File: config.mk
export PLATFORM = sky130hd
export DESIGN_NAME = bus_reset_pwr_ctrl
export DESIGN_NICKNAME = d
export VERILOG_FILES = /design/src/rtl/pwr_seq_pkg.sv /design/src/rtl/bus_reset_pwr_ctrl.sv /design/src/rtl/rail_ctrl_reg.sv
export SDC_FILE = /design/constraint.sdc
export NUM_CORES = 1
export LEC_CHECK = 0
export BUFFER_PORTS_ARGS = -buffer_cell sky130_fd_sc_hd__buf_2
export CAP_MARGIN = 20
export CORE_AREA = 5 5 42 44
export CTS_BUF_LIST = sky130_fd_sc_hd__clkbuf_8 sky130_fd_sc_hd__clkbuf_16
export CTS_CLUSTER_SIZE = 12
export DETAILED_ROUTE_END_ITERATION = 7
export DIE_AREA = 0 0 47 49
export GPL_ROUTABILITY_DRIVEN = 0
export PLACE_DENSITY = 0.73
export SETUP_SLACK_MARGIN = 0.1
export SLEW_MARGIN = 20
export SYNTH_ARGS = -nofsm -noshare
export SYNTH_HDL_FRONTEND = slang
export SYNTH_SLANG_ARGS = --single-unit
File: constraint.sdc
create_clock -name core_clk -period 1.3 [get_ports core_clk]
set_input_delay 0.26 -clock core_clk [delete_from_list [all_inputs] [get_ports core_clk]]
set_output_delay 0.26 -clock core_clk [all_outputs]
set_load 0.02 [all_outputs]
File: src/rtl/pwr_seq_pkg.sv
package pwr_seq_pkg;
  // switch control codes, two bits per rail
  localparam logic [1:0] RAIL_OFF = 2'h0;
  localparam logic [1:0] RAIL_RST = RAIL_OFF;
  localparam int RAIL_W = 2;
  localparam int SEL0_BIT = 0;
  localparam int SEL1_BIT = 1;
  // sequencer states
  typedef enum logic [1:0] {
    ST_RESET = 2'b00,
    ST_HOLD = 2'b01,
    ST_RUN = 2'b10
  } seq_state_t;
endpackage

File: src/rtl/bus_reset_pwr_ctrl.sv
`timescale 1ns/1ps
// Contract
// RULE1 - all bus-side inputs are sampled on the rising edge of the bus clock.
// RULE2 - bus reset without suspend floats every output and clears every register.
// RULE3 - while bus reset is held the block does nothing and drives no switch activity.
// RULE4 - after a normal reset the block comes up in its default state.
// RULE5 - bus reset together with suspend keeps every register at its current value.
// RULE6 - bus reset together with suspend still floats every output.
// RULE7 - two output lines select the card main supply rail voltage.
// RULE8 - two output lines select the card programming rail voltage.
// RULE9 - both pairs follow software settings and read power-off after a clearing reset.
module bus_reset_pwr_ctrl (
  // clock and power-up reset
  input wire logic core_clk,
  input wire logic rst_n,
  // bus reset and suspend, both active low
  input wire logic bus_rst_n,
  input wire logic suspend_n,
  // software socket power settings
  input wire logic pwr_wr,
  input wire logic [pwr_seq_pkg::RAIL_W-1:0] main_rail_set,
  input wire logic [pwr_seq_pkg::RAIL_W-1:0] prog_rail_set,
  // main rail switch controls
  output logic card_main_rail_sel0,
  output logic card_main_rail_sel1,
  // programming rail switch controls
  output logic card_prog_rail_sel0,
  output logic card_prog_rail_sel1,
  // output enable, low while driving
  output logic out_oe_n,
  // block is functional
  output logic active
);
  // sampled bus inputs
  logic bus_rst_r;
  logic suspend_r;
  logic wr_r;
  logic [pwr_seq_pkg::RAIL_W-1:0] main_set_r;
  logic [pwr_seq_pkg::RAIL_W-1:0] prog_set_r;

  // stored socket power settings
  logic [pwr_seq_pkg::RAIL_W-1:0] main_val;
  logic [pwr_seq_pkg::RAIL_W-1:0] prog_val;

  // sequencer
  pwr_seq_pkg::seq_state_t state_r;
  pwr_seq_pkg::seq_state_t state_nxt;

  // reset and status decode
  logic clear_w;
  logic hold_w;
  logic load_w;
  logic run_w;
  logic float_w;

  // registered switch lines, one bit per line
  wire logic [pwr_seq_pkg::RAIL_W-1:0] main_line;
  wire logic [pwr_seq_pkg::RAIL_W-1:0] prog_line;

  // sample the reset pair on the rising clock edge [RULE1]
  always_ff @(posedge core_clk or negedge rst_n)
  begin
    if (!rst_n)
    begin
      bus_rst_r <= 1'b1; // power-up counts as a bus reset
      suspend_r <= 1'b0;
    end
    else
    begin
      bus_rst_r <= ~bus_rst_n;
      suspend_r <= ~suspend_n;
    end
  end

  // sample the write strobe and codes on the same edge [RULE1]
  always_ff @(posedge core_clk or negedge rst_n)
  begin
    if (!rst_n)
    begin
      wr_r <= 1'b0;
      main_set_r <= pwr_seq_pkg::RAIL_OFF;
      prog_set_r <= pwr_seq_pkg::RAIL_OFF;
    end
    else
    begin
      wr_r <= pwr_wr;
      main_set_r <= main_rail_set;
      prog_set_r <= prog_rail_set;
    end
  end

  // reset decode; suspend turns a clearing reset into a hold
  assign clear_w = bus_rst_r & ~suspend_r; // [RULE2]
  assign hold_w = bus_rst_r & suspend_r; // [RULE5]
  assign load_w = wr_r & ~bus_rst_r; // writes ignored under reset [RULE3] [RULE9]

  // state follows the sampled reset pair; the spare code falls back to reset
  always_comb
  begin
    state_nxt = pwr_seq_pkg::ST_RESET;
    unique case (state_r)
      pwr_seq_pkg::ST_RESET,
      pwr_seq_pkg::ST_HOLD,
      pwr_seq_pkg::ST_RUN:
      begin
        if (clear_w)
          state_nxt = pwr_seq_pkg::ST_RESET; // [RULE2]
        else if (hold_w)
          state_nxt = pwr_seq_pkg::ST_HOLD; // [RULE5]
        else
          state_nxt = pwr_seq_pkg::ST_RUN; // [RULE4]
      end
      default:
        state_nxt = pwr_seq_pkg::ST_RESET;
    endcase
  end

  // sequencer state, power-up lands in reset
  always_ff @(posedge core_clk or negedge rst_n)
  begin
    if (!rst_n)
      state_r <= pwr_seq_pkg::ST_RESET;
    else
      state_r <= state_nxt;
  end

  // socket power settings survive a suspended reset
  rail_ctrl_reg #(.W(pwr_seq_pkg::RAIL_W)) u_main (
    .core_clk(core_clk),
    .rst_n(rst_n),
    .clear(clear_w),
    .hold(hold_w),
    .load(load_w),
    .load_val(main_set_r),
    .value_r(main_val)
  );

  rail_ctrl_reg #(.W(pwr_seq_pkg::RAIL_W)) u_prog (
    .core_clk(core_clk),
    .rst_n(rst_n),
    .clear(clear_w),
    .hold(hold_w),
    .load(load_w),
    .load_val(prog_set_r),
    .value_r(prog_val)
  );

  // status decode from the settled state
  assign run_w = (state_r == pwr_seq_pkg::ST_RUN);
  assign float_w = ~run_w; // switch lines float in either reset

  // one output flop per switch line, both rails side by side [RULE7] [RULE8]
  for (genvar b = 0; b < pwr_seq_pkg::RAIL_W; b++)
  begin : g_line
    logic main_q_r;
    logic prog_q_r;

    // one cycle behind the stored settings, so lines never glitch
    always_ff @(posedge core_clk or negedge rst_n)
    begin
      if (!rst_n)
      begin
        main_q_r <= pwr_seq_pkg::RAIL_OFF[b];
        prog_q_r <= pwr_seq_pkg::RAIL_OFF[b];
      end
      else
      begin
        main_q_r <= main_val[b]; // [RULE7]
        prog_q_r <= prog_val[b]; // [RULE8]
      end
    end

    assign main_line[b] = main_q_r;
    assign prog_line[b] = prog_q_r;
  end

  // pairing: code bit 0 to line 0, bit 1 to line 1
  assign card_main_rail_sel0 = main_line[pwr_seq_pkg::SEL0_BIT]; // [RULE7]
  assign card_main_rail_sel1 = main_line[pwr_seq_pkg::SEL1_BIT]; // [RULE7]
  assign card_prog_rail_sel0 = prog_line[pwr_seq_pkg::SEL0_BIT]; // [RULE8]
  assign card_prog_rail_sel1 = prog_line[pwr_seq_pkg::SEL1_BIT]; // [RULE8]

  // status flops; one enable covers all switch lines
  always_ff @(posedge core_clk or negedge rst_n)
  begin
    if (!rst_n)
    begin
      out_oe_n <= 1'b1;
      active <= 1'b0;
    end
    else
    begin
      out_oe_n <= float_w; // float in either reset [RULE2] [RULE6]
      active <= run_w; // default state after release [RULE3] [RULE4]
    end
  end
endmodule

File: src/rtl/rail_ctrl_reg.sv
`timescale 1ns/1ps
module rail_ctrl_reg #(
  parameter int W = pwr_seq_pkg::RAIL_W
) (
  // clock and reset
  input wire logic core_clk,
  input wire logic rst_n,
  // control
  input wire logic clear,
  input wire logic hold,
  input wire logic load,
  input wire logic [W-1:0] load_val,
  // setting
  output logic [W-1:0] value_r
);
  logic [W-1:0] value_nxt;

  // hold beats load so suspended contents never change
  assign value_nxt = clear ? W'(pwr_seq_pkg::RAIL_RST) : (hold ? value_r : (load ? load_val : value_r));

  // asynchronous clear to the power-off code
  always_ff @(posedge core_clk or negedge rst_n)
  begin
    if (!rst_n)
      value_r <= W'(pwr_seq_pkg::RAIL_RST);
    else
      value_r <= value_nxt;
  end
endmodule

==> results of run 1 <==
==> routing by layer <==
| metal | share of wire, % | global-route usage, % | wire (um) | up-vias |
|---|---|---|---|---|
| li1 | - | - | - | 165 |
| met1 | 40 | 10.45 | 326 | 155 |
| met2 | 49 | 12.90 | 403 | 13 |
| met3 | 8.6 | 3.321 | 71 | 5 |
| met4 | 2.6 | 5.530 | 21 | 0 |
| met5 | 0 | 0 | 0 | - |
==> area by class of cell <==
type	instances	area, um^2
clock buffers	3	41.29
clock inverters	1	5.005
fillers	131	663.1
inverters	3	11.26
multi-input cells	16	100.1
flip-flops and latches	19	478.0
well taps	16	20.02
repair buffers	15	82.58
==> path summary, 6_finish.rpt <==
kind	endpoint	cells past startpoint	slack, ns
min in group asynchronous	u_prog.value_r[1]$_DFFE_PN0P_	2	0.46
max reg2reg	u_prog.value_r[1]$_DFFE_PN0P_	2	0.42
max in group asynchronous	bus_rst_r$_DFF_PN1_	2	0.52
max	out_oe_n	1	0.16
min	main_set_r[1]$_DFF_PN0_	1	0.11
min reg2reg	card_prog_rail_sel0$_DFF_PN0_	0	0.40
==> registers in the layout (all words and copies together), names as in the netlist, 2 cells and up <==
signal / count
main_set_r: 2
prog_set_r: 2
state_r: 2
u_main.value_r: 2
u_prog.value_r: 2
==> stage by stage <==
step           setup WS (ns)  util, %  power, mW
2_1_floorplan         0.4499        -     0.7160
3_3_place_gp          0.4019    48.48     0.7513
3_5_place_dp          0.4005    48.48     0.7583
4_1_cts               0.1260    52.50      1.150
5_1_grt               0.1205    52.68      1.198
6_report              0.1557    52.68      1.134
==> power breakdown <==
part	leakage, nW	internal [mW]	switching [mW]
sequential	0.232	0.636	0.0265
combinational	0.122	0.0364	0.0488
clock	0.0255	0.212	0.173
==> cells in the final DEF (no fill, tap or decap), drive strengths merged <==
| cell type | Yosys | layout |
|---|---|---|
| nand2 | 1 | 1 |
| a21oi | 2 | 2 |
| dfstp | 2 | 2 |
| nand2b | 1 | 1 |
| nand3 | 4 | 4 |
| buf | 2 | 14 |
| clkinv | 0 | 1 |
| inv | 3 | 3 |
| o21ai | 4 | 4 |
| mux2i | 4 | 4 |
| dlygate4sd3 | 0 | 1 |
| dfrtp | 17 | 17 |
| clkbuf | 0 | 3 |
==> timing repair <==
item,CTS,global route
hold endpoints to repair,17,0
gates resized for setup,0,1
hold buffers,1,0
buffers inserted,0,0
setup endpoints to repair,0,1
==> cells by family after synthesis <==
group | Yosys count | share of synthesized area [%]
AO/OA/AOI/OAI | 6 | 4.938
buffers and inverters | 5 | 4.938
flip-flops | 19 | 78.60
multiplexers | 4 | 6.585
AND/OR/NAND/NOR | 6 | 4.938
==> key figures, run 1 <==
Outcome
  – Status: finished clean

Critical path
  – Reg2Reg Launch Point: wr_r$_DFF_PN0_
  – Critical Path Slowest Stage Cell: dfstp_2
  – Crit-path max cell delay: 0.51 ns
  – Worst Setup End Kind: primary output
  – Crit path max fanout: 1
  – CP arrival: approximately 0.9 ns
  – Worst path cell trace: buf_4
  – Buffer and inverter count on the worst path: 1
  – Crit path from: out_oe_n$_DFF_PN1_
  – Critical Path RT: 1.04 ns
  – CP Class: flip-flop to primary output
  – Startpoint Class: flip-flop
  – CP top delay family: flip-flops

Finish
  – N_diodes: 0
  – Final instance area: ~740 um^2
  – Area Overhead vs Synth: 21.40%
  – Final net count: 67
  – Layout cell share with drive strength beyond 1: 35.09%
  – Finished Layout Cells: 73

Global routing
  – Vias in the first global route: 335
  – GRT overflow: 0
  – Largest net degree at the start of global routing: 20
  – First-pass GRT wire length: 1400 um
  – Initial antenna violation count: 0
  – GRT Util Overall: between 8 and 9%

STA
  – RSZ-0062 raised after global routing: no
  – Relative slew slack: between 70% and 80%
  – Final hold slack: approximately 0.11 ns
  – Fmax: ~900 MHz
  – Slew @ Worst Pin: between 0.3 and 0.4 ns
  – Final period util: between 80 and 90%
  – Setup TNS: 0 ns
  – Minimum clock period: roughly 1.1 ns
  – Hold Violations, Final: 0
  – Max-slew violation count: 0
  – Count of final setup violators: 0
  – Clk_skew: around 0.0054 ns

Place
  – Dpl cells: 68
  – Post-DP HPWL: 613.4 um
  – DP Area: a little under 700 um^2
  – I/O Buffers: 14

Die
  – Initial Utilization: between 40% and 50%
  – Die Width: 47 um
  – Row Count: 14
  – Core ar.: 0.001401 mm^2
  – Die area: 0.002303 mm^2
  – Chip height: 49 um
  – Ports: 15

Power
  – Leakage: around 0.38 nW
  – Largest vdd supply drop: about 0.84 mV
  – Pwr/cell area: about 1500 mW/mm^2

Clocking
  – CTS tree: built
  – CTS root buf: clkbuf_8
  – Num CTS Buffers: 3
  – Clock Path Buffers: 2
  – CTS clock-pin slew for the worst setup and hold paths: around 0.07 ns
  – TritonCTS Sinks: 19
  – H-Tree Depth: 1
  – Clock Latency Late Sink: between 0.2 and 0.3 ns

Min path
  – Min-Delay Path Class: input pin to flip-flop
  – Worst Hold Launch: main_rail_set[1]

Synth
  – Netlist cell types: 11
  – Post-synth top area share: a little over two thirds
  – Synth area leader: dfrtp_1
  – Register area share after synthesis: 78.60%
  – Fraction of registers with async set/reset: 100.0%
  – Synth Cell Area: between 600 and 700 um^2
  – Syn nets: 49
  – Top_reg_cell synth: dfrtp_1
  – Most frequent cells after synthesis: dfrtp_1, mux2i_1, nand3_1, o21ai_1, inv_1
  – Synth area leaders: dfrtp_1, dfstp_2, mux2i_1, nand3_1, o21ai_1
  – Most frequent cell after synthesis: dfrtp_1
  – Post-synth EDFFs: 0
  – Avg Inst Size Synth: 15.20 um^2
  – Yosys warns: 0
  – #FFs+latches synth: 19
  – Post-Syn Instances: 40

Drt
  – Wire per inst: 11.26 um
  – Via count: between 300 and 400
  – Vias per Instance: approximately 4.6
  – Routed Antenna Nets: 0
  – Drt drc: 0
  – DR pass1 iterations: 2
  – Initial drt markers: 1
  – Post-Route WL: 822 um

Job
  – Maxcap violations: 0
Power figures use the tool's default switching activity.
==> run 2: changes to the inputs <==
--- a/config.mk
+++ b/config.mk
@@ -13,7 +13,7 @@
 export DETAILED_ROUTE_END_ITERATION = 7
 export DIE_AREA = 0 0 47 49
 export GPL_ROUTABILITY_DRIVEN = 0
-export PLACE_DENSITY = 0.73
+export PLACE_DENSITY = 0.7
 export SETUP_SLACK_MARGIN = 0.1
 export SLEW_MARGIN = 20
 export SYNTH_ARGS = -nofsm -noshare
==> key figures, run 2 (synthesized netlist as in run 1, its figures left out) <==
Outcome
  – Status: finished clean (unchanged)

Global routing
  – Initial antenna violation count: 0 (unchanged)
  – Vias in the first global route: 299 (was 335)
  – First-pass GRT wire length: 1276 um (was 1400 um)
  – Largest net degree at the start of global routing: 20 (unchanged)
  – GRT Util Overall: 8.153% (was 8.802%)
  – GRT overflow: 0 (unchanged)

STA
  – Minimum clock period: 1.162 ns (was 1.144 ns)
  – RSZ-0062 raised after global routing: no (unchanged)
  – Fmax: 860.9 MHz (was 873.9 MHz)
  – Setup TNS: 0 ns (unchanged)
  – Clk_skew: 0.0009752 ns (was 0.005445 ns)
  – Slew @ Worst Pin: 0.3841 ns (was 0.3839 ns)
  – Count of final setup violators: 0 (unchanged)
  – Final period util: 89.35% (was 88.03%)
  – Relative slew slack: 74.39% (was 74.41%)
  – Max-slew violation count: 0 (unchanged)
  – Hold Violations, Final: 0 (unchanged)

Finish
  – Area of the multi-input gates: 100.1 um^2 (unchanged)
  – Commonest non-fill, non-tap cell in the layout: dfrtp_1 (unchanged)
  – Area Overhead vs Synth: 20.78% (was 21.40%)
  – Layout cell share with drive strength beyond 1: 33.33% (was 35.09%)
  – Most frequent cells in the layout: dfrtp_1, buf_2 (was dfrtp_1, buf_2, mux2i_1, nand3_1, o21ai_1)
  – Final net count: 67 (unchanged)
  – Fillers: 130 (was 131)
  – N_diodes: 0 (unchanged)
  – Reg area: 478.0 um^2 (unchanged)

Clocking
  – Clock Path Buffers: 2 (unchanged)
  – Clock Latency Late Sink: 0.24 ns (was 0.25 ns)
  – H-Tree Depth: 1 (unchanged)
  – CTS clock-pin slew for the worst setup and hold paths: 0.06 ns (was 0.07 ns)
  – CTS tree: built (unchanged)
  – Post-CTS Repair Setup Buffers: 0 (unchanged)
  – CTS root buf: clkbuf_8 (unchanged)
  – TritonCTS Sinks: 19 (unchanged)
  – Num CTS Buffers: 3 (unchanged)

Drt
  – Drt drc: 0 (unchanged)
  – Wire per inst: 10.59 um (was 11.26 um)
  – Initial drt markers: 2 (was 1)
  – Routed Antenna Nets: 0 (unchanged)
  – Vias per Instance: 4.370 (was 4.630)
  – Via count: 319 (was 338)
  – Post-Route WL: 773 um (was 822 um)
  – DR pass1 iterations: 2 (unchanged)

Die
  – Chip height: 49 um (unchanged)
  – Core ar.: 0.001401 mm^2 (unchanged)
  – Initial Utilization: 43.39% (unchanged)
  – Die area: 0.002303 mm^2 (unchanged)
  – Row Count: 14 (unchanged)
  – Ports: 15 (unchanged)
  – Die Width: 47 um (unchanged)

Min path
  – Min-Delay Path Class: input pin to flip-flop (unchanged)

Critical path
  – Worst Setup End Kind: primary output (unchanged)
  – CP Class: flip-flop to primary output (unchanged)
  – Reg2reg setup slack: 0.43 ns (was 0.42 ns)
  – Crit path max fanout: 1 (unchanged)
  – Startpoint Class: flip-flop (unchanged)
  – Buffer and inverter count on the worst path: 1 (unchanged)
  – CP top delay family: flip-flops (unchanged)
  – Worst path cell trace: buf_2 (was buf_4)
  – Critical Path Slowest Stage Cell: dfstp_2 (unchanged)
  – Crit-path max cell delay: 0.51 ns (about the same)
  – Critical Path RT: 1.04 ns (about the same)
  – CP arrival: 0.90 ns (was 0.88 ns)

Power
  – Switching share of power: 21.06% (was 21.94%)
  – Design internal power: 0.8800 mW (was 0.8849 mW)
  – Power, Total: 1.115 mW (was 1.134 mW)
  – Clock network power share: 33.2% (was 34.0%)
  – Sequential fraction of design power: 59.3% (was 58.5%)
  – Combinational share of power: 7.5% (about the same)
  – Leakage: 0.3801 nW (was 0.3799 nW)
  – Pwr/cell area: 1518 mW/mm^2 (was 1536 mW/mm^2)
  – Largest vdd supply drop: 1.024 mV (was 0.8390 mV)
  – Psw: 0.2347 mW (was 0.2487 mW)

Place
  – I/O Buffers: 14 (unchanged)

Job
  – Maxcap violations: 0 (unchanged)
==> run 2: changes by cell type in the layout (fill, tap and decap cells not counted), sizes merged <==
cell    previous run  this run
inv                3         4
clkinv             1         0
==> run 2: path summary, 6_finish.rpt <==
kind	start	end	cells past startpoint
min in group asynchronous	rst_n	suspend_r$_DFF_PN0_	2
worst min register to register	u_main.value_r[1]$_DFFE_PN0P_	card_main_rail_sel1$_DFF_PN0_	0
max in group asynchronous	rst_n	out_oe_n$_DFF_PN1_	2
worst max register to register	bus_rst_r$_DFF_PN1_	u_prog.value_r[0]$_DFFE_PN0P_	2
worst max-delay path	out_oe_n$_DFF_PN1_	out_oe_n	1
worst min-delay path	pwr_wr	wr_r$_DFF_PN0_	1
==> run 2: power groups by stage <==
stage / combinational, mW / sequential [mW] / clock (mW)
after global routing: 0.0933 / 0.665 / 0.428
after CTS: 0.0862 / 0.661 / 0.385
after global placement: 0.0812 / 0.670 / 0
final: 0.0836 / 0.661 / 0.371
after detailed placement: 0.0840 / 0.672 / 0
after floorplan: 0.0323 / 0.684 / 0
==> run 2: cell type report <==
type                    count  area share, %
clock buffers               3          5.622
clock inverters             1         0.5111
inverters                   3          1.533
multi-input cells          16          13.63
flip-flops and latches     19          65.08
well taps                  16          2.726
repair buffers             15          10.90
==> run 2: worst reg2reg max path, cell delays in order, from the launching register on <==
cell and delay, ns:
dfstp_2 0.62, nand3_1 0.10, o21ai_1 0.08
==> run 2: timing repair <==
item / in CTS / in global routing
resized for setup: 0 / 0
hold buffers: 1 / 0
hold endpoints to repair: 17 / 0
==> run 2: routing by layer <==
metal,part of all wire (%),global-route usage (%),vias to the layer above
met4,2.1,6.912,0
met5,0,0,-
li1,-,-,162
met3,9.1,3.321,2
met1,43,9.976,144
met2,46,10.63,11
==> run 2: stage by stage <==
stage          cell area (um^2)  utilization (%)  instances  hold slack, ns  setup slack [ns]
5_1_grt                   734.5            52.41         73          0.1031            0.1011
2_1_floorplan             608.1                -         40        -0.03559            0.4499
6_report                  734.5            52.41         73          0.1188            0.1385
4_1_cts                   734.5            52.41         73          0.1139            0.1286
3_3_place_gp              679.4            48.48         68          0.2037            0.4029
3_5_place_dp              679.4            48.48         68          0.2102            0.3986
==> run 3: changes to the inputs <==
--- a/config.mk
+++ b/config.mk
@@ -5,6 +5,7 @@
 export SDC_FILE = /design/constraint.sdc
 export NUM_CORES = 1
 export LEC_CHECK = 0
+export ABC_CLOCK_PERIOD_IN_PS = 1300
 export BUFFER_PORTS_ARGS = -buffer_cell sky130_fd_sc_hd__buf_2
 export CAP_MARGIN = 20
 export CORE_AREA = 5 5 42 44
@@ -13,7 +14,7 @@
 export DETAILED_ROUTE_END_ITERATION = 7
 export DIE_AREA = 0 0 47 49
 export GPL_ROUTABILITY_DRIVEN = 0
-export PLACE_DENSITY = 0.7
+export PLACE_DENSITY = 0.78
 export SETUP_SLACK_MARGIN = 0.1
 export SLEW_MARGIN = 20
 export SYNTH_ARGS = -nofsm -noshare
==> key figures, run 3 (synthesized netlist as in run 1, its figures left out) <==
Outcome
  – Status: finished clean (unchanged)

STA
  – RSZ-0062 raised after global routing: no (unchanged)
  – Count of final setup violators: 0 (unchanged)
  – Relative slew slack: 74.64% (was 74.39%)
  – Fmax: 869.9 MHz (was 860.9 MHz)
  – Final period util: 88.42% (was 89.35%)
  – Hold Violations, Final: 0 (unchanged)
  – Max-slew violation count: 0 (unchanged)
  – Slew @ Worst Pin: 0.3804 ns (was 0.3841 ns)
  – Setup TNS: 0 ns (unchanged)
  – Minimum clock period: 1.150 ns (was 1.162 ns)
  – Clk_skew: 0.001529 ns (was 0.0009752 ns)

Drt
  – Routed Antenna Nets: 0 (unchanged)
  – Wire per inst: 10.75 um (was 10.59 um)
  – DR pass1 iterations: 3 (was 2)
  – Post-Route WL: 785 um (was 773 um)
  – Via count: 341 (was 319)
  – Initial drt markers: 3 (was 2)
  – Drt drc: 0 (unchanged)
  – Vias per Instance: 4.671 (was 4.370)

Finish
  – Layout cell share with drive strength beyond 1: 33.33% (unchanged)
  – Commonest non-fill, non-tap cell in the layout: dfrtp_1 (unchanged)
  – Area Overhead vs Synth: 21.19% (was 20.78%)
  – Most frequent cells in the layout: dfrtp_1, buf_2 (unchanged)
  – Final net count: 67 (unchanged)
  – Final instance area: 737.0 um^2 (was 734.5 um^2)
  – N_diodes: 0 (unchanged)

Clocking
  – CTS clock-pin slew for the worst setup and hold paths: 0.06 ns (about the same)
  – Post-CTS Repair Setup Buffers: 0 (unchanged)
  – Clock Latency Late Sink: 0.25 ns (was 0.24 ns)
  – H-Tree Depth: 1 (unchanged)
  – CTS root buf: clkbuf_8 (unchanged)
  – CTS tree: built (unchanged)
  – Num CTS Buffers: 3 (unchanged)
  – Clock Path Buffers: 2 (unchanged)
  – TritonCTS Sinks: 19 (unchanged)

Global routing
  – Gr busiest metal: met2 (unchanged)
  – GRT Util Overall: 9.275% (was 8.153%)
  – Initial antenna violation count: 0 (unchanged)
  – Largest net degree at the start of global routing: 20 (unchanged)
  – Met1 Use GR: 11.81% (was 9.976%)
  – GRT overflow: 0 (unchanged)
  – First-pass GRT wire length: 1504 um (was 1276 um)
  – Met2 Usage GRT: 13.12% (was 10.63%)
  – Vias in the first global route: 357 (was 299)
  – GR Layer Usage met3: 3.321% (unchanged)

Die
  – Die Width: 47 um (unchanged)
  – Initial Utilization: 43.39% (unchanged)
  – Die area: 0.002303 mm^2 (unchanged)
  – Core ar.: 0.001401 mm^2 (unchanged)
  – Ports: 15 (unchanged)
  – Row Count: 14 (unchanged)
  – Chip height: 49 um (unchanged)

Critical path
  – CP Class: flip-flop to primary output (unchanged)
  – CP arrival: 0.89 ns (was 0.90 ns)
  – Critical Path Slowest Stage Cell: dfstp_2 (unchanged)
  – Worst Setup End Kind: primary output (unchanged)
  – CP top delay family: flip-flops (unchanged)
  – Startpoint Class: flip-flop (unchanged)
  – Critical Path RT: 1.04 ns (about the same)
  – Buffer and inverter count on the worst path: 1 (unchanged)
  – Worst path cell trace: buf_4 (was buf_2)
  – Crit-path max cell delay: 0.52 ns (was 0.51 ns)
  – Crit path max fanout: 1 (unchanged)

Min path
  – Min-Delay Path Class: input pin to flip-flop (unchanged)

Place
  – Post-DP HPWL: a little under 600 um
  – DP Area: 679.4 um^2 (unchanged)
  – I/O Buffers: 14 (unchanged)

Job
  – Maxcap violations: 0 (unchanged)

Power
  – Leakage: 0.3813 nW (was 0.3801 nW)
  – Pwr/cell area: 1518 mW/mm^2 (about the same)
  – Largest vdd supply drop: 0.6850 mV (was 1.024 mV)
## run 3: changes by cell type in the layout (fill, tap and decap cells not counted)
cell / change
buf_4: +1
buf_2: -1
## run 3: repair_timing
item	in CTS	in global routing
hold buffers	1	0
gates resized for setup	0	1
endpoints found under the setup margin	0	1
hold endpoints to repair	17	0
## run 3: worst paths after layout
check | from | end | slack, ns | cells past startpoint
worst min-delay path | bus_rst_n | bus_rst_r$_DFF_PN1_ | 0.11 | 2
worst max register to register | bus_rst_r$_DFF_PN1_ | state_r[0]$_DFF_PN0_ | 0.43 | 2
min in group asynchronous | rst_n | active$_DFF_PN0_ | 0.47 | 2
worst min register to register | u_main.value_r[1]$_DFFE_PN0P_ | card_main_rail_sel1$_DFF_PN0_ | 0.41 | 0
worst max-delay path | out_oe_n$_DFF_PN1_ | out_oe_n | 0.15 | 1
max in group asynchronous | rst_n | bus_rst_r$_DFF_PN1_ | 0.52 | 2
## run 3: per-stage QoR
step | util, % | setup slack (ns) | std cells | power (mW) | hold WS [ns]
3_3_place_gp | 48.48 | 0.4021 | 68 | 0.7508 | 0.1968
4_1_cts | 52.41 | 0.1186 | 73 | 1.137 | 0.1088
3_5_place_dp | 48.48 | 0.3927 | 68 | 0.7568 | 0.2078
2_1_floorplan | - | 0.4499 | 40 | 0.7160 | -0.03559
5_1_grt | 52.59 | 0.1192 | 73 | 1.189 | 0.1045
6_report | 52.59 | 0.1505 | 73 | 1.119 | 0.1137
## run 3: area by class of cell
cell class | instances | area [um^2]
Clock buffer | 3 | 41.29
Clock inverter | 1 | 3.754
Fill cell | 132 | 664.4
Inverter | 3 | 11.26
Multi-Input combinational cell | 16 | 100.1
Sequential cell | 19 | 478.0
Tap cell | 16 | 20.02
Timing Repair Buffer | 15 | 82.58
## run 3: metal layers
metal  part of all wire, %  vias to the layer above
li1                      -                      163
met1                    39                      162
met2                    49                       13
met3                   9.4                        3
met4                   2.9                        0
met5                     0                        -
## run 3: power by group
part / switching, mW / internal [mW]
Combinational: 0.0487 / 0.0365
Clock: 0.163 / 0.209
Sequential: 0.0254 / 0.636
Total: 0.237 / 0.882
